**src/rlf_pkg.sv**
```systemverilog
/*
 * rlf_pkg: constants and carrier types for the per-port line statistics
 * and link clock detector register bank.
 * assumes: 8-bit register address/data from an upstream i2c target core.
 */
package rlf_pkg;
    localparam int NUM_PORTS = 4;
    localparam logic [7:0] OFS_PORT_SELECT = 8'h4c;
    localparam logic [7:0] OFS_LINES_HIGH = 8'h73;
    localparam logic [7:0] OFS_LINES_LOW = 8'h74;
    localparam logic [7:0] OFS_LEN_HIGH = 8'h75;
    localparam logic [7:0] OFS_LEN_LOW = 8'h76;
    localparam logic [7:0] OFS_DETECT_CTL = 8'h77;
    localparam logic [7:0] OFS_MBOX_FIRST = 8'h78;
    localparam logic [7:0] OFS_MBOX_SECOND = 8'h79;
    localparam logic [7:0] RST_DETECT_CTL = 8'hc5;
    localparam logic [7:0] RST_MBOX_FIRST = 8'h00;
    localparam logic [7:0] RST_MBOX_SECOND = 8'h01;
    localparam logic [7:0] RST_PORT_SELECT = 8'h01;
    localparam int HYST_MSB = 7;
    localparam int HYST_LSB = 6;
    localparam int STAB_MSB = 5;
    localparam int STAB_LSB = 4;
    localparam int LOWLIM_MSB = 3;
    localparam int LOWLIM_LSB = 0;
    localparam int CLK_MHZ = 200;
    localparam int STAB_TIME0_NS = 40000;
    localparam int STAB_TIME1_NS = 80000;
    localparam int STAB_TIME2_NS = 320000;
    localparam int STAB_TIME3_NS = 1280000;
    localparam int STAB_CYC0 = STAB_TIME0_NS * CLK_MHZ / 1000;
    localparam int STAB_CYC1 = STAB_TIME1_NS * CLK_MHZ / 1000;
    localparam int STAB_CYC2 = STAB_TIME2_NS * CLK_MHZ / 1000;
    localparam int STAB_CYC3 = STAB_TIME3_NS * CLK_MHZ / 1000;

    typedef struct packed {
        logic rd;
        logic wr;
        logic [7:0] addr;
        logic [7:0] wdata;
    } rlf_reg_req_s;

    typedef struct packed {
        logic frame_done;
        logic [15:0] lines;
        logic [15:0] length;
    } rlf_frame_stat_s;
endpackage

```
**src/rlf_bank.sv**
```systemverilog
/*
 * rlf_bank: per-receive-port line count, line length, clock detector
 * control and mailbox registers, selected by the port select register.
 * assumes: register requests are one-cycle strobes from a same-clock i2c
 * target core; frame stats and clock measurements are same-clock, one
 * measurement pulse per port carrying the measured frequency in mhz.
 */
`timescale 1ns/1ps
module rlf_bank
    import rlf_pkg::*;
#(
    parameter int PORTS = NUM_PORTS,
    parameter int STAB_COUNT0 = STAB_CYC0,
    parameter int STAB_COUNT1 = STAB_CYC1,
    parameter int STAB_COUNT2 = STAB_CYC2,
    parameter int STAB_COUNT3 = STAB_CYC3
) (
    input wire logic clk,
    input wire logic rst,
    input wire rlf_reg_req_s req,
    output logic [7:0] rdata,
    output logic rvalid,
    input wire rlf_frame_stat_s [PORTS-1:0] frame_stat,
    input wire logic [PORTS-1:0] frame_lines_change_irq_enable,
    input wire logic [PORTS-1:0] line_length_change_irq_enable,
    input wire logic [PORTS-1:0] freq_sample,
    input wire logic [PORTS-1:0][7:0] freq_mhz,
    output logic [PORTS-1:0][7:0] freq_held,
    output logic [PORTS-1:0] clock_stable,
    output logic [PORTS-1:0] link_clock_missing
);
    // ---------------------------------------------------------------
    // state
    // ---------------------------------------------------------------
    logic [7:0] port_select, next_port_select;
    logic [PORTS-1:0][15:0] lines, next_lines;
    logic [PORTS-1:0][15:0] length, next_length;
    logic [PORTS-1:0] lines_hold, next_lines_hold;
    logic [PORTS-1:0] length_hold, next_length_hold;
    logic [PORTS-1:0][7:0] lines_lo_latch, next_lines_lo_latch;
    logic [PORTS-1:0][7:0] length_lo_latch, next_length_lo_latch;
    logic [PORTS-1:0][7:0] detect_ctl, next_detect_ctl;
    logic [PORTS-1:0][7:0] mbox0, next_mbox0;
    logic [PORTS-1:0][7:0] mbox1, next_mbox1;
    logic [PORTS-1:0][7:0] next_freq_held;
    logic [PORTS-1:0][20:0] stab_cnt, next_stab_cnt;
    logic [PORTS-1:0] next_clock_stable, next_link_clock_missing;
    logic [7:0] next_rdata;
    logic next_rvalid;

    function automatic logic [20:0] stab_limit(input logic [1:0] code);
        case (code)
            2'h0: stab_limit = 21'(STAB_COUNT0);
            2'h1: stab_limit = 21'(STAB_COUNT1);
            2'h2: stab_limit = 21'(STAB_COUNT2);
            default: stab_limit = 21'(STAB_COUNT3);
        endcase
    endfunction

    function automatic logic sel_hit(input logic [7:0] ps, input int p);
        sel_hit = ps[p % 8];
    endfunction

    // ---------------------------------------------------------------
    // next state
    // ---------------------------------------------------------------
    always_comb begin
        logic [7:0] diff;
        logic [7:0] hyst;
        logic lines_take;
        logic len_take;
        diff = 8'h00;
        hyst = 8'h00;
        lines_take = 1'b0;
        len_take = 1'b0;
        next_port_select = port_select;
        next_lines = lines;
        next_length = length;
        next_lines_hold = lines_hold;
        next_length_hold = length_hold;
        next_lines_lo_latch = lines_lo_latch;
        next_length_lo_latch = length_lo_latch;
        next_detect_ctl = detect_ctl;
        next_mbox0 = mbox0;
        next_mbox1 = mbox1;
        next_freq_held = freq_held;
        next_stab_cnt = stab_cnt;
        next_clock_stable = clock_stable;
        next_link_clock_missing = link_clock_missing;
        next_rdata = 8'h00;
        next_rvalid = req.rd;
        if (req.wr && req.addr == OFS_PORT_SELECT) begin
            next_port_select = req.wdata;
        end
        for (int p = 0; p < PORTS; p++) begin
            // frame results land unless held awaiting a read while the change irq enable is set
            lines_take = frame_stat[p].frame_done &&
                !(lines_hold[p] && frame_lines_change_irq_enable[p]);
            len_take = frame_stat[p].frame_done &&
                !(length_hold[p] && line_length_change_irq_enable[p]);
            if (lines_take) begin
                next_lines[p] = frame_stat[p].lines;
            end
            if (len_take) begin
                next_length[p] = frame_stat[p].length;
            end
            if (sel_hit(port_select, p)) begin
                if (req.rd) begin
                    case (req.addr)
                        OFS_LINES_HIGH: begin
                            // freeze released by the read
                            next_lines_lo_latch[p] = lines[p][7:0];
                            next_lines_hold[p] = 1'b0;
                        end
                        OFS_LINES_LOW: next_lines_hold[p] = 1'b0;
                        OFS_LEN_HIGH: begin
                            next_length_lo_latch[p] = length[p][7:0];
                            next_length_hold[p] = 1'b0;
                        end
                        OFS_LEN_LOW: next_length_hold[p] = 1'b0;
                        default: ;
                    endcase
                end
                if (req.wr) begin
                    case (req.addr)
                        OFS_DETECT_CTL: next_detect_ctl[p] = req.wdata;
                        OFS_MBOX_FIRST: next_mbox0[p] = req.wdata;
                        OFS_MBOX_SECOND: next_mbox1[p] = req.wdata;
                        default: ;
                    endcase
                end
            end
            // an accepted frame marks the value unread; it beats a read
            // in the same cycle so the fresh value is never lost
            if (lines_take) begin
                next_lines_hold[p] = 1'b1;
            end
            if (len_take) begin
                next_length_hold[p] = 1'b1;
            end
            // frequency detector
            hyst = {6'h00, detect_ctl[p][HYST_MSB:HYST_LSB]};
            diff = (freq_mhz[p] > freq_held[p]) ? freq_mhz[p] - freq_held[p]
                                                : freq_held[p] - freq_mhz[p];
            if (freq_sample[p]) begin
                if (diff > hyst) begin
                    next_freq_held[p] = freq_mhz[p];
                    next_stab_cnt[p] = 21'h000000;
                    next_clock_stable[p] = 1'b0;
                end
                next_link_clock_missing[p] = freq_mhz[p] <
                    {4'h0, detect_ctl[p][LOWLIM_MSB:LOWLIM_LSB]};
            end
            if (!(freq_sample[p] && diff > hyst)) begin
                if (stab_cnt[p] >=
                    stab_limit(detect_ctl[p][STAB_MSB:STAB_LSB])) begin
                    next_clock_stable[p] = 1'b1;
                end else begin
                    next_stab_cnt[p] = stab_cnt[p] + 21'h000001;
                end
            end
        end
        // read data from the lowest selected port
        for (int p = PORTS - 1; p >= 0; p--) begin
            if (sel_hit(port_select, p)) begin
                case (req.addr)
                    OFS_LINES_HIGH: next_rdata = lines[p][15:8];
                    OFS_LINES_LOW: next_rdata = lines_lo_latch[p];
                    OFS_LEN_HIGH: next_rdata = length[p][15:8];
                    OFS_LEN_LOW: next_rdata = length_lo_latch[p];
                    OFS_DETECT_CTL: next_rdata = detect_ctl[p];
                    OFS_MBOX_FIRST: next_rdata = mbox0[p];
                    OFS_MBOX_SECOND: next_rdata = mbox1[p];
                    default: next_rdata = 8'h00;
                endcase
            end
        end
        if (req.addr == OFS_PORT_SELECT) begin
            next_rdata = port_select;
        end
        if (!req.rd) begin
            next_rdata = 8'h00;
        end
    end

    // ---------------------------------------------------------------
    // registers
    // ---------------------------------------------------------------
    always_ff @(posedge clk) begin
        if (rst) begin
            port_select <= RST_PORT_SELECT;
            lines <= '0;
            length <= '0;
            lines_hold <= '0;
            length_hold <= '0;
            lines_lo_latch <= '0;
            length_lo_latch <= '0;
            detect_ctl <= {PORTS{RST_DETECT_CTL}};
            mbox0 <= {PORTS{RST_MBOX_FIRST}};
            mbox1 <= {PORTS{RST_MBOX_SECOND}};
            freq_held <= '0;
            stab_cnt <= '0;
            clock_stable <= '0;
            link_clock_missing <= '0;
            rdata <= 8'h00;
            rvalid <= 1'b0;
        end else begin
            port_select <= next_port_select;
            lines <= next_lines;
            length <= next_length;
            lines_hold <= next_lines_hold;
            length_hold <= next_length_hold;
            lines_lo_latch <= next_lines_lo_latch;
            length_lo_latch <= next_length_lo_latch;
            detect_ctl <= next_detect_ctl;
            mbox0 <= next_mbox0;
            mbox1 <= next_mbox1;
            freq_held <= next_freq_held;
            stab_cnt <= next_stab_cnt;
            clock_stable <= next_clock_stable;
            link_clock_missing <= next_link_clock_missing;
            rdata <= next_rdata;
            rvalid <= next_rvalid;
        end
    end

    // ---------------------------------------------------------------
    // assertions (port 0)
    // ---------------------------------------------------------------
    lines_frozen_a: assert property (@(posedge clk) disable iff (rst)
        lines_hold[0] && frame_lines_change_irq_enable[0] &&
        !(req.rd && port_select[0]) |=> $stable(lines[0]))
        else $error("line count changed while frozen");
    lines_update_a: assert property (@(posedge clk) disable iff (rst)
        frame_stat[0].frame_done && !lines_hold[0]
        |=> lines[0] == $past(frame_stat[0].lines))
        else $error("line count not updated");
    len_frozen_a: assert property (@(posedge clk) disable iff (rst)
        length_hold[0] && line_length_change_irq_enable[0] &&
        !(req.rd && port_select[0]) |=> $stable(length[0]))
        else $error("line length changed while frozen");
    lines_latch_a: assert property (@(posedge clk) disable iff (rst)
        req.rd && port_select[0] && req.addr == OFS_LINES_HIGH
        |=> lines_lo_latch[0] == $past(lines[0][7:0]))
        else $error("line count low byte not latched");
    len_latch_a: assert property (@(posedge clk) disable iff (rst)
        req.rd && port_select[0] && req.addr == OFS_LEN_HIGH
        |=> length_lo_latch[0] == $past(length[0][7:0]))
        else $error("line length low byte not latched");
    high_read_a: assert property (@(posedge clk) disable iff (rst)
        req.rd && port_select == 8'h01 && req.addr == OFS_LINES_HIGH
        |=> rvalid && rdata == $past(lines[0][15:8]))
        else $error("line count high byte misread");
    mbox_read_a: assert property (@(posedge clk) disable iff (rst)
        req.wr && port_select == 8'h01 && req.addr == OFS_MBOX_SECOND
        ##2 req.rd && req.addr == OFS_MBOX_SECOND && port_select == 8'h01
        |=> rdata == $past(req.wdata, 3))
        else $error("mailbox readback wrong");
    clock_detect_hysteresis_a: assert property (@(posedge clk) disable iff (rst)
        freq_sample[0] && (freq_mhz[0] > freq_held[0] ?
        freq_mhz[0] - freq_held[0] : freq_held[0] - freq_mhz[0]) <=
        {6'h00, detect_ctl[0][7:6]} |=> $stable(freq_held[0]))
        else $error("frequency updated inside hysteresis");
    low_clock_a: assert property (@(posedge clk) disable iff (rst)
        freq_sample[0] |=> link_clock_missing[0] ==
        ($past(freq_mhz[0]) < {4'h0, $past(detect_ctl[0][3:0])}))
        else $error("missing clock flag wrong");
    stable_wait_a: assert property (@(posedge clk) disable iff (rst)
        $rose(clock_stable[0]) |-> stab_cnt[0] >=
        stab_limit(detect_ctl[0][5:4]))
        else $error("clock declared stable too early");
endmodule

```
**config.mk**
```make
export PLATFORM = sky130hd
export DESIGN_NAME = rlf_bank
export DESIGN_NICKNAME = d
export VERILOG_FILES = /design/src/rlf_pkg.sv /design/src/rlf_bank.sv
export SDC_FILE = /design/constraint.sdc
export NUM_CORES = 1
export LEC_CHECK = 0
export ABC_AREA = 1
export BUFFER_PORTS_ARGS = -buffer_cell sky130_fd_sc_hd__buf_2
export CORE_UTILIZATION = 33
export CTS_CLUSTER_DIAMETER = 60
export DETAILED_ROUTE_END_ITERATION = 12
export GPL_TIMING_DRIVEN = 0
export PLACE_DENSITY = 0.61
export SKIP_LAST_GASP = 1
export SYNTH_ARGS = -nofsm -noshare
export SYNTH_HDL_FRONTEND = slang
export SYNTH_SLANG_ARGS = --single-unit
```
**constraint.sdc**
```tcl
create_clock -name clk -period 8.19 [get_ports clk]
set_input_delay 0.4095 -clock clk [delete_from_list [all_inputs] [get_ports clk]]
set_output_delay 0.4095 -clock clk [all_outputs]
set_load 0.05 [all_outputs]
```
Word level (Yosys, flattened, before mapping)
Index checks and enable logic that the tools add are counted.
Operators by class
  $add $sub $neg: 12
  magnitude comparators: 16
  equality and inequality tests: 16
  muxes and demuxes: 73
  bitwise logic cells: 1
  reductions and logical operators: 92
Operators with widths (count)
  $mux 21: 20
  $pmux 8 s7: 4
  $pmux 18 s3: 4
  $add 21x1->21 const B: 4
  $ge 21x21->1: 4
  $reduce_and 3->1: 28
  $mux 8: 9
  $eq 8x7->1 const B: 8
  $sub 8x8->8: 8
  $reduce_bool 2->1: 24
  $mux 1: 36
  $gt 8x2->1: 4
  $gt 8x8->1: 4
  $lt 8x4->1: 4
  $logic_and 1x1->1: 21
  $eq 2x1->1 const B: 4
  $eq 2x2->1 const B: 4
  $logic_not 1->1: 8
  $logic_not 2->1: 4
  $reduce_and 2->1: 4
  $reduce_or 2->1: 3
  $not 1->1: 1
Word-level totals
  register bits: 437
  output and inout port bits: 49

Longest topological paths before layout
Gate-level depths: netlist of run 1.
  depth in word-level cells: 8
  depth in mapped cells: 21
  mapped depth without buffers: 20

Least setup slack after synthesis of run 1
OpenSTA, ideal clock, no wires.
  path kind: register to register
  start point: register freq_held[8] (netlist bit)
  end point: register freq_held[9] (netlist bit)
  arrival: 3.131 ns
  setup slack: 4.942 ns
  cell stages (with the launch flop): 18
  path buffers: 1
  cell sequence: dfxtp_1 > ha_1 > inv_1 > fa_1 > nand2_1 > nand2_1 > nand3_1 > o211ai_1 > nand2_1 > mux2_2 > ha_1 > inv_1 > nor2_1 > o21ai_0 > nand2_2 > buf_2 > a21oi_1 > nor2_1
On the way
  word-level cells in the longest chain between the ends: 4
RTL lines
  from (decl): RTL line rlf_bank.sv:28  | output logic [PORTS-1:0][7:0] freq_held,
  from (signal assigned): RTL line rlf_bank.sv:218  | freq_held <= next_freq_held;
  $sub 8x8->8 (tied with other cells): RTL line rlf_bank.sv:144  | : freq_held[p] - freq_mhz[p];
  $mux 8 *: RTL line rlf_bank.sv:143  | diff = (freq_mhz[p] > freq_held[p]) ? freq_mhz[p] - freq_held[p]
  $gt 8x2->1 *: RTL line rlf_bank.sv:146  | if (diff > hyst) begin
  $reduce_and 2->1 (no source line) *
Every way passes the cells marked *; elsewhere a longest branch is shown, timed or not.
A chain may end at the register's enable or synchronous reset.

Worst setup path after layout of run 1
  start point: register freq_held[8] (netlist bit)
  end point: register stab_cnt[24] (netlist bit)
On the way
  word-level cells in the longest chain between the ends: 7
RTL lines
  $sub 8x8->8 (tied with other cells): RTL line rlf_bank.sv:144
  $mux 8 *: RTL line rlf_bank.sv:143
  $gt 8x2->1 *: RTL line rlf_bank.sv:146, rlf_bank.sv:154
  $mux 21: RTL line rlf_bank.sv:146
  $mux 21: RTL line rlf_bank.sv:145  | if (freq_sample[p]) begin
  $mux 21: RTL line rlf_bank.sv:155  | if (stab_cnt[p] >=
  $mux 21 *: RTL line rlf_bank.sv:154  | if (!(freq_sample[p] && diff > hyst)) begin
  to (signal assigned): RTL line rlf_bank.sv:219  | stab_cnt <= next_stab_cnt;
  to (decl): RTL line rlf_bank.sv:46  | logic [PORTS-1:0][20:0] stab_cnt, next_stab_cnt;
Marks and branches as above.

==> metrics.txt, run 1 <==
Max Cap Violations=0; outcome=finished clean; Cell Rows=96; register bit count reported by yosys=437; Hold WC Path Type=in -> reg; pin count of the biggest net entering global routing=19; drt drc=0; commonest cells after routing, fill and taps aside=nor2_1 (465), nand2_1 (461), inv_1 (452); Bufs and invs on worst path=3; first-pass GRT wire length=121,000 um; H-tree depth=2; fin. max-slew vios=0; I/O pin count=245; Crit path required time=8.71 ns; Final Hold Viols=0; clock sink count=437; WL final=79,300 um; count of final setup violators=0; post-DP HPWL=61,400 um; total power=5.56 mW; relative slew slack=24.4%; initial core utilization=33.6%; CP max stage delay=0.41 ns; Synth Instances=3,339; CTS tree=built; first drt pass iteration count=6; Die Y=267 um; routability cong.=0.959; sequential area share after synthesis=37.7%; via count=23,200; CTS Root Cell=clkbuf_16; worst-path fanout max=10; GRT overflow=0; Ys Warns=0; Power per Cell Area=199 nW/um2; port buffer count=240; critical path cell sequence=ha_1, inv_1, fa_1, nand2_1, nand2_1, nand3_1, o211ai_1, nand2_1, mux2_2, ha_1, inv_1, nor2_1, o21ai_0, nand2_2, nand2_4, nand2_2, buf_6, nor2_1; measured slew at the worst slew-check pin=1.13 ns; Num CTS Buffers=55; total core area=69,100 um2; drt wl/cell=17.1 um; Synth cell types=47; Achievable Freq=297 MHz; Core Util, Final=40.3%; Post-synth EDFFs=0; WS Path Type=reg -> reg; final setup skew=0.0960 ns; vias in the first global route=21,500; leak pwr=12.0 nW; RSZ-0062 raised after global routing=false; Peak VDD IR=0.129 mV; die width=267 um; Area Growth Syn to Fin=20.1%; post-route ant nets=0; Syn Area/Cell=6.95 um2; CP top delay family=simple AND/OR/NAND/NOR gates; Tmin final=3.36 ns; Critical Path Source Type=register; worst-case clock buffer depth=3; arrival time at the worst endpoint=3.89 ns; # Post-CTS Setup Buffers=0; syn_nets=3,675; crit share post-route=41.1%; cell mode on critical path=nand2_1; dominant synthesized flop cell=dfxtp_1; CP max-delay cell=dfxtp_1; final net count=3,998; DR vias/cell=5.00; share of layout cells above drive strength 1=12.0%; Clock Pin Slew Worst Setup and Hold Paths=0.06 ns; initial antenna violation count=8; Tot GR Track Use=21.7%; TNS Setup=0 ns; Worst-Skew Late Latency=0.67 ns; most common cell after layout, fill and taps aside=nor2_1; initial drt markers=1,835; Async SR Flop Fraction=0%; crit end category=register; Post-Syn Area=23,200 um2; die area=71,400 um2
state kept, by name (all words and copies together), names as in the netlist, 32 cells and up:
register         count
lines_lo_latch      32
freq_held           32
stab_cnt            84
mbox1               32
length_lo_latch     32
detect_ctl          32
lines               64
length              64
mbox0               32
kinds of logic after synthesis:
kind of cell | after synthesis | share of synthesized area (%)
multiplexers | 3 | 0.146
buffers and inverters | 606 | 10.4
flip-flops | 437 | 37.7
adder cells (fa/ha/maj) | 140 | 7.81
AND/OR/NAND/NOR | 1297 | 24.1
XOR/XNOR | 37 | 1.40
AO/OA/AOI/OAI | 819 | 18.4
where the power goes:
group          total, mW  internal [mW]  leakage, nW  switching, mW
sequential          2.24           2.20         3.56         0.0413
combinational      0.677          0.228         7.42          0.449
clock               2.64           1.57        0.975           1.07
total               5.56           4.00         12.0           1.56
cells in the mapped netlist, drive strengths merged, types with 2 or more instances:
master	instances	share of area [%]
o22ai	56	1.5
nand3	230	5.0
nor2	478	8.0
nor4	11	0.36
nand4	47	1.4
o21ai	356	7.7
dfxtp	437	38
inv	460	7.4
o211ai	11	0.36
xor2	31	1.2
ha	132	7.1
buf	52	1.4
xnor2	6	0.23
a31oi	3	0.081
or2	5	0.13
a21o	2	0.065
a21oi	370	8.0
clkinv	9	0.15
nand2	486	8.2
o21bai	5	0.16
nor3	38	0.99
fa	8	0.69
clkbuf	85	1.4
mux2	3	0.15
a21boi	4	0.13
o21a	11	0.36
per-stage QoR:
step | area, um2 | hold slack [ns] | instances | setup WS [ns]
final | 27900 | 0.00762 | 4645 | 4.83
after global routing | 27800 | 0.0356 | 4639 | 4.52
after CTS | 27800 | 0.00136 | 4638 | 4.83
after detailed placement | 25600 | 0.441 | 4510 | 4.66
after global placement | 25600 | 0.436 | 4510 | 4.67
after floorplan | 23200 | 0.422 | 3339 | 4.94
final timing paths:
path / cells past startpoint / end / startpoint / slack (ns)
worst min register to register: 2 / length_lo_latch[31] / length_lo_latch[31] / 0.45
worst max-delay path: 18 / stab_cnt[24] / freq_held[8] / 4.83
worst min-delay path: 3 / lines[31] / frame_stat[64] / 0.008
worst max register to register: 18 / stab_cnt[24] / freq_held[8] / 4.83
worst min-delay path: cells and delay by family:
kind / cells / cell delay (ns)
compound gates: 1 / 0.07
buf+inv: 1 / 0.09
simple gates: 1 / 0.07
area by class of cell:
cell class              instances  area, um2
inverters                     469       1760
clock buffers                  70       1530
multi-input cells            2296      12000
diodes                          7       17.5
clock inverters                32        484
fillers                      7295      41200
flip-flops and latches        437       8750
well taps                     931       1160
repair buffers                266       1460
plain buffers                 137        652
routing by layer:
layer | vias up | global-route usage (%) | part of all wire, % | wire (um)
met4 | 2 | 7.84 | 3.3 | 2640
met3 | 163 | 3.35 | 7.1 | 5620
li1 | 11600 | - | - | -
met2 | 816 | 35.9 | 45 | 35600
met1 | 10700 | 28.3 | 45 | 35400
met5 | - | 0 | 0.018 | 14
repair_timing:
action,in CTS,in global routing
endpoints found under the hold margin,26,0
gates resized for setup,0,0
hold buffers,26,0
No activity file was read; power rests on OpenSTA's default activity.
==> inputs of run 2 (changes only) <==
--- a/config.mk
+++ b/config.mk
@@ -11,7 +11,7 @@
 export CTS_CLUSTER_DIAMETER = 60
 export DETAILED_ROUTE_END_ITERATION = 12
 export GPL_TIMING_DRIVEN = 0
-export PLACE_DENSITY = 0.61
+export PLACE_DENSITY = 0.63
 export SKIP_LAST_GASP = 1
 export SYNTH_ARGS = -nofsm -noshare
 export SYNTH_HDL_FRONTEND = slang
==> constraint.sdc (replaced) <==
create_clock -name clk -period 3 [get_ports clk]
set_input_delay 0.15 -clock clk [delete_from_list [all_inputs] [get_ports clk]]
set_output_delay 0.15 -clock clk [all_outputs]
set_load 0.05 [all_outputs]
==> metrics.txt, run 2 (synthesized netlist as in run 1, its figures left out) <==
outcome=finished clean (unchanged); first-pass GRT wire length=123,000 um (was 121,000 um); RR Startpoint=freq_held[8] (unchanged); crit end category=register (unchanged); Sw Ratio=28.1% (about the same); worst-case clock buffer depth=3 (unchanged); Achievable Freq=351 MHz (was 297 MHz); pin count of the biggest net entering global routing=17 (was 19); Area Growth Syn to Fin=27.6% (was 20.1%); Crit path required time=3.49 ns (was 8.71 ns); final net count=4,169 (was 3,998); Clock Pin Slew Worst Setup and Hold Paths=0.06 ns (about the same); TNS Setup=0 ns (unchanged); die width=267 um (unchanged); Largest regs=stab_cnt: 84 flops, length: 64 flops, lines: 64 flops (unchanged); Seq pwr share=41.0% (was 40.2%); measured slew at the worst slew-check pin=1.21 ns (was 1.13 ns); WS Path Type=reg -> reg (unchanged); Hold WC Path Type=in -> reg (unchanged); leak pwr=12.7 nW (was 12.0 nW); drt drc=0 (unchanged); commonest cells after routing, fill and taps aside=nor2_1 (460), nand2_1 (455), inv_1 (448) (was nor2_1 (465), nand2_1 (461), inv_1 (452)); Largest Register=stab_cnt (unchanged); Peak VDD IR=0.432 mV (was 0.129 mV); relative slew slack=19.5% (was 24.4%); Hold Startpoint=freq_mhz[17] (was frame_stat[64]); share of layout cells above drive strength 1=13.1% (was 12.0%); H-tree depth=2 (unchanged); fin. max-slew vios=0 (unchanged); placed cell count=4,510 (unchanged); die area=71,400 um2 (unchanged); Reg2Reg Setup Slack=0.15 ns (was 4.83 ns); CP top delay family=simple AND/OR/NAND/NOR gates (unchanged); post-route ant nets=0 (unchanged); Tmin final=2.85 ns (was 3.36 ns); CP max-delay cell=fa_2 (was dfxtp_1); worst hold stages=5 (was 3); Cell Rows=96 (unchanged); first drt pass iteration count=6 (unchanged); count of final setup violators=0 (unchanged); CTS Root Cell=clkbuf_16 (unchanged); non-filler cells in the finished layout=4,807 (was 4,645); total core area=69,100 um2 (unchanged); Die Y=267 um (unchanged); GRT overflow=0 (unchanged); crit share post-route=95.0% (was 41.1%); CP max stage delay=0.37 ns (was 0.41 ns); most common cell after layout, fill and taps aside=nor2_1 (unchanged); worst reg2reg path depth=18 (unchanged); Tot GR Track Use=22.1% (was 21.7%); worst-path fanout max=5 (was 10); Final WS setup=0.151 ns (was 4.83 ns); critical path cell sequence=ha_4, inv_1, fa_2, nand2_2, nand2_2, nand3_2, o211ai_1, nand2_1, mux2_4, ha_4, inv_1, nor2_1, o21ai_1, nand2_2, nand2_4, nand2_4, buf_6, nor2_1 (was ha_1, inv_1, fa_1, nand2_1, nand2_1, nand3_1, o211ai_1, nand2_1, mux2_2, ha_1, inv_1, nor2_1, o21ai_0, nand2_2, nand2_4, nand2_2, buf_6, nor2_1); RSZ-0062 raised after global routing=true (was false); Worst-Skew Late Latency=0.64 ns (was 0.67 ns); Final Hold Viols=0 (unchanged); clock sink count=437 (unchanged); vias in the first global route=22,300 (was 21,500); via count=24,000 (was 23,200); drt wl/cell=16.9 um (was 17.1 um); Core Util, Final=42.9% (was 40.3%); I/O pin count=245 (unchanged); Num CTS Buffers=51 (was 55); NetSw=4.19 mW (was 1.56 mW); pre-CTS setup slack=-0.329 ns (was 4.66 ns); initial drt markers=1,987 (was 1,835); CTS tree=built (unchanged); final setup skew=0.0551 ns (was 0.0960 ns); cell mode on critical path=nand2_2 (was nand2_1); initial core utilization=33.6% (unchanged); arrival time at the worst endpoint=3.33 ns (was 3.89 ns); post-DP HPWL=60,800 um (was 61,400 um); Comb power frac=14.2% (was 12.2%); Bufs and invs on worst path=3 (unchanged); Critical Path Source Type=register (unchanged); Worst Hold Path EP=freq_held[17] (was lines[31]); worst reg2reg endpoint=stab_cnt[24] (unchanged); Int Pwr=10.7 mW (was 4.00 mW); clock share of power=44.9% (was 47.6%); Finished Cell Area=29,600 um2 (was 27,900 um2); placed inst area=25,600 um2 (about the same); DR vias/cell=4.99 (was 5.00); routability cong.=0.951 (was 0.959); number of flip-flops under the largest register name=84 (unchanged); Power per Cell Area=503 nW/um2 (was 199 nW/um2); Max Cap Violations=0 (unchanged); port buffer count=240 (unchanged); initial antenna violation count=9 (was 8); WL final=81,100 um (was 79,300 um)
-- run 2: cell types whose count changed in the layout (fill, tap and decap cells not counted), moves of 6 or more --
cell / previous run / this run
buf_4: 10 / 28
buf_6: 9 / 16
dfxtp_1: 437 / 426
dfxtp_2: 0 / 8
diode_2: 7 / 1
dlygate4sd3_1: 26 / 178
ha_1: 132 / 123
nand2_1: 461 / 455
-- run 2: final cells by class --
type / count / area, um2
clock buffers: 65 / 1410
repair buffers: 441 / 3170
well taps: 931 / 1160
inverters: 469 / 1760
flip-flops and latches: 437 / 8770
multi-input cells: 2296 / 12200
clock inverters: 30 / 414
plain buffers: 137 / 678
diodes: 1 / 2.50
fillers: 7073 / 39500
-- run 2: through the flow --
stage          power, mW  hold slack, ns
6_report            14.9          0.0278
5_1_grt             15.5          0.0522
3_3_place_gp        8.02           0.403
2_1_floorplan       7.41           0.310
3_5_place_dp        8.03           0.405
4_1_cts             14.9        0.000513
-- run 2: worst max path at each step --
stage / start / endpoint / slack (ns) / depth (start not counted)
after floorplan: freq_held[2] / freq_held[2] / 0.004 / 16
after global placement: freq_mhz[8] / stab_cnt[30] / -0.28 / 20
after detailed placement: freq_mhz[8] / stab_cnt[24] / -0.33 / 20
after CTS: freq_held[0] / stab_cnt[7] / -0.02 / 18
after global routing: freq_held[16] / stab_cnt[54] / -0.02 / 18
final: freq_held[8] / stab_cnt[24] / 0.15 / 18
-- run 2: layer usage --
metal / GRT usage, % / routed length [um]
met1: 28.5 / 35100
met2: 35.7 / 36200
met3: 3.79 / 6010
met4: 10.2 / 3670
met5: 0 / 54
-- run 2: tightest hold or removal path, cell delays in order --
cell	delay [ns]
buf_2	0.14
inv_1	0.13
nand3_1	0.09
nand2_1	0.06
nor2_1	0.03
-- run 2: power by group through the flow --
stage / clock, mW / combinational (mW) / sequential (mW)
2_1_floorplan: 0 / 1.10 / 6.32
3_3_place_gp: 0 / 1.79 / 6.23
3_5_place_dp: 0 / 1.80 / 6.23
4_1_cts: 6.76 / 2.03 / 6.10
5_1_grt: 7.00 / 2.34 / 6.12
6_report: 6.69 / 2.11 / 6.11
-- run 2: repair_timing --
action	in CTS	in global routing
endpoints found under the hold margin	195	0
hold buffers	178	0
pin swaps	9	23
setup endpoints to repair	108	116
gates cloned	2	1
setup buffers	14	6
resized for setup	15	59
==> inputs of run 3 (changes only) <==
--- a/config.mk
+++ b/config.mk
@@ -7,11 +7,11 @@
 export LEC_CHECK = 0
 export ABC_AREA = 1
 export BUFFER_PORTS_ARGS = -buffer_cell sky130_fd_sc_hd__buf_2
-export CORE_UTILIZATION = 33
+export CORE_UTILIZATION = 30
 export CTS_CLUSTER_DIAMETER = 60
 export DETAILED_ROUTE_END_ITERATION = 12
 export GPL_TIMING_DRIVEN = 0
-export PLACE_DENSITY = 0.63
+export PLACE_DENSITY = 0.59
 export SKIP_LAST_GASP = 1
 export SYNTH_ARGS = -nofsm -noshare
 export SYNTH_HDL_FRONTEND = slang
==> metrics.txt, run 3 (synthesized netlist as in run 1, its figures left out) <==
vias in the first global route=22,600 (was 22,300); DR top layer=met5 (unchanged); share of layout cells above drive strength 1=14.4% (was 13.1%); WP depth=23 (was 18); CP max-delay cell=dfxtp_4 (was fa_2); port buffer count=240 (unchanged); Int Pwr=10.9 mW (was 10.7 mW); Cell Rows=101 (was 96); Largest regs=stab_cnt: 84 flops, length: 64 flops, lines: 64 flops (unchanged); CTS Root Cell=clkbuf_16 (unchanged); met3 WL=5180 um (was 6010 um); crit share post-route=96.8% (was 95.0%); Sw Ratio=28.5% (was 28.1%); worst-path fanout max=5 (unchanged); Clock Pin Slew Worst Setup and Hold Paths=0.06 ns (about the same); final net count=4,198 (was 4,169); Seq pwr share=40.2% (was 41.0%); Tmin final=2.91 ns (was 2.85 ns); Power per Cell Area=503 nW/um2 (about the same); CP max stage delay=0.36 ns (was 0.37 ns); Worst-Skew Late Latency=0.66 ns (was 0.64 ns); first drt pass iteration count=6 (unchanged); Hold WC Path Type=in -> reg (unchanged); Peak VDD IR=0.447 mV (was 0.432 mV); Bufs and invs on worst path=8 (was 3); Achievable Freq=344 MHz (was 351 MHz); WL final=83,300 um (was 81,100 um); crit end category=register (unchanged); initial drt markers=1,702 (was 1,987); measured slew at the worst slew-check pin=1.17 ns (was 1.21 ns); Comb power frac=14.7% (was 14.2%); Num CTS Buffers=56 (was 51); RSZ-0062 raised after global routing=true (unchanged); post-DP HPWL=62,600 um (was 60,800 um); total core area=76,200 um2 (was 69,100 um2); Reg2Reg Setup Slack=0.09 ns (was 0.15 ns); Final Hold Viols=0 (unchanged); CTS tree=built (unchanged); drt drc=0 (unchanged); Largest Register=stab_cnt (unchanged); worst reg2reg path depth=23 (was 18); clock sink count=437 (unchanged); relative slew slack=21.7% (was 19.5%); routability cong.=0.933 (was 0.951); I/O pin count=245 (unchanged); routed length on met2=37,900 um (was 36,200 um); pin count of the biggest net entering global routing=17 (unchanged); initial core utilization=30.5% (was 33.6%); arrival time at the worst endpoint=3.42 ns (was 3.33 ns); Finished Cell Area=30,300 um2 (was 29,600 um2); final setup skew=0.0564 ns (was 0.0551 ns); H-tree depth=2 (unchanged); leak pwr=12.9 nW (was 12.7 nW); WS Path Type=reg -> reg (unchanged); Tot GR Track Use=20.6% (was 22.1%); via count=23,800 (was 24,000); initial antenna violation count=8 (was 9); post-route ant nets=0 (unchanged); placed inst area=25,700 um2 (was 25,600 um2); critical path cell sequence=ha_4, inv_2, fa_2, nand2_2, nand2_4, nand3_2, o211ai_1, nand2_1, buf_4, buf_4, buf_4, buf_4, buf_4, buf_4, nand2_2, nor2_1, nand2_1, nand2_1, nand2_2, nand2_4, buf_6, nand3_2, nor2_1 (was ha_4, inv_1, fa_2, nand2_2, nand2_2, nand3_2, o211ai_1, nand2_1, mux2_4, ha_4, inv_1, nor2_1, o21ai_1, nand2_2, nand2_4, nand2_4, buf_6, nor2_1); Critical Path Source Type=register (unchanged); drt wl/cell=16.9 um (about the same); DR vias/cell=4.83 (was 4.99); Max Cap Violations=0 (unchanged); Area Growth Syn to Fin=30.4% (was 27.6%); die area=78,500 um2 (was 71,400 um2); cell mode on critical path=buf_4 (was nand2_2); Crit path required time=3.51 ns (was 3.49 ns); total power=15.2 mW (was 14.9 mW); first-pass GRT wire length=126,000 um (was 123,000 um); worst hold stages=4 (was 5); routed length on met1=37,200 um (was 35,100 um); NetSw=4.33 mW (was 4.19 mW); fin. max-slew vios=0 (unchanged); count of final setup violators=0 (unchanged); most common cell after layout, fill and taps aside=nor2_1 (unchanged); outcome=finished clean (unchanged); worst-case clock buffer depth=3 (unchanged); die width=280 um (was 267 um); commonest cells after routing, fill and taps aside=nor2_1 (457), nand2_1 (451), inv_1 (444) (was nor2_1 (460), nand2_1 (455), inv_1 (448)); clock share of power=45.1% (was 44.9%); CP top delay family=buffers and inverters (was simple AND/OR/NAND/NOR gates); Die Y=280 um (was 267 um); number of flip-flops under the largest register name=84 (unchanged); GRT overflow=0 (unchanged)
run 3: stage by stage:
step                      hold WS [ns]  TNS (ns)  setup slack [ns]  cells  util [%]
final                           0.0301         0            0.0949   4939      39.7
after global placement           0.404    -15.93            -0.268   4609      33.7
after floorplan                  0.310         0           0.00375   3339         -
after detailed placement         0.409    -16.79            -0.304   4609      33.7
after CTS                       0.0115  -0.00629          -0.00413   4921      39.0
after global routing            0.0629    -0.217           -0.0274   4936      39.7
run 3: repair_timing:
| action | in CTS | in global routing |
|---|---|---|
| setup endpoints to repair | 111 | 120 |
| cloned | 2 | 2 |
| setup buffers | 25 | 14 |
| pin swaps | 11 | 33 |
| hold buffers | 183 | 0 |
| resized for setup | 25 | 89 |
| hold endpoints to repair | 201 | 0 |
run 3: final cells by class:
type | count | area [um2]
Antenna cell | 3 | 7.51
Buffer | 137 | 682
Clock buffer | 69 | 1510
Clock inverter | 33 | 380
Fill cell | 7988 | 45900
Inverter | 469 | 1760
Multi-Input combinational cell | 2296 | 12400
Sequential cell | 437 | 8780
Tap cell | 1030 | 1290
Timing Repair Buffer | 465 | 3410
run 3: path summary, 6_finish.rpt:
check,startpoint,to
hold reg to reg,length_lo_latch[27],length_lo_latch[27]
hold / removal,frame_stat[98],length[42]
setup / recovery,freq_held[0],stab_cnt[11]
setup reg to reg,freq_held[0],stab_cnt[11]
run 3: worst min-delay path, delay by kind of cell:
kind | cells | cell delay, ns
AND/OR/NAND/NOR | 1 | 0.14
AO/OA/AOI/OAI | 2 | 0.23
buffers and inverters | 1 | 0.09
run 3: per-layer routing:
layer	vias up	global-route usage [%]
met5	-	0
met4	4	7.87
met3	158	2.80
met2	720	34.1
met1	11000	27.0
li1	12000	-
run 3: power by group through the flow:
stage | Combinational (mW) | Sequential (mW) | Clock (mW)
final | 2.24 | 6.11 | 6.86
after global routing | 2.48 | 6.13 | 7.22
after CTS | 2.08 | 6.11 | 6.97
after detailed placement | 1.81 | 6.23 | 0
after global placement | 1.80 | 6.23 | 0
after floorplan | 1.10 | 6.32 | 0
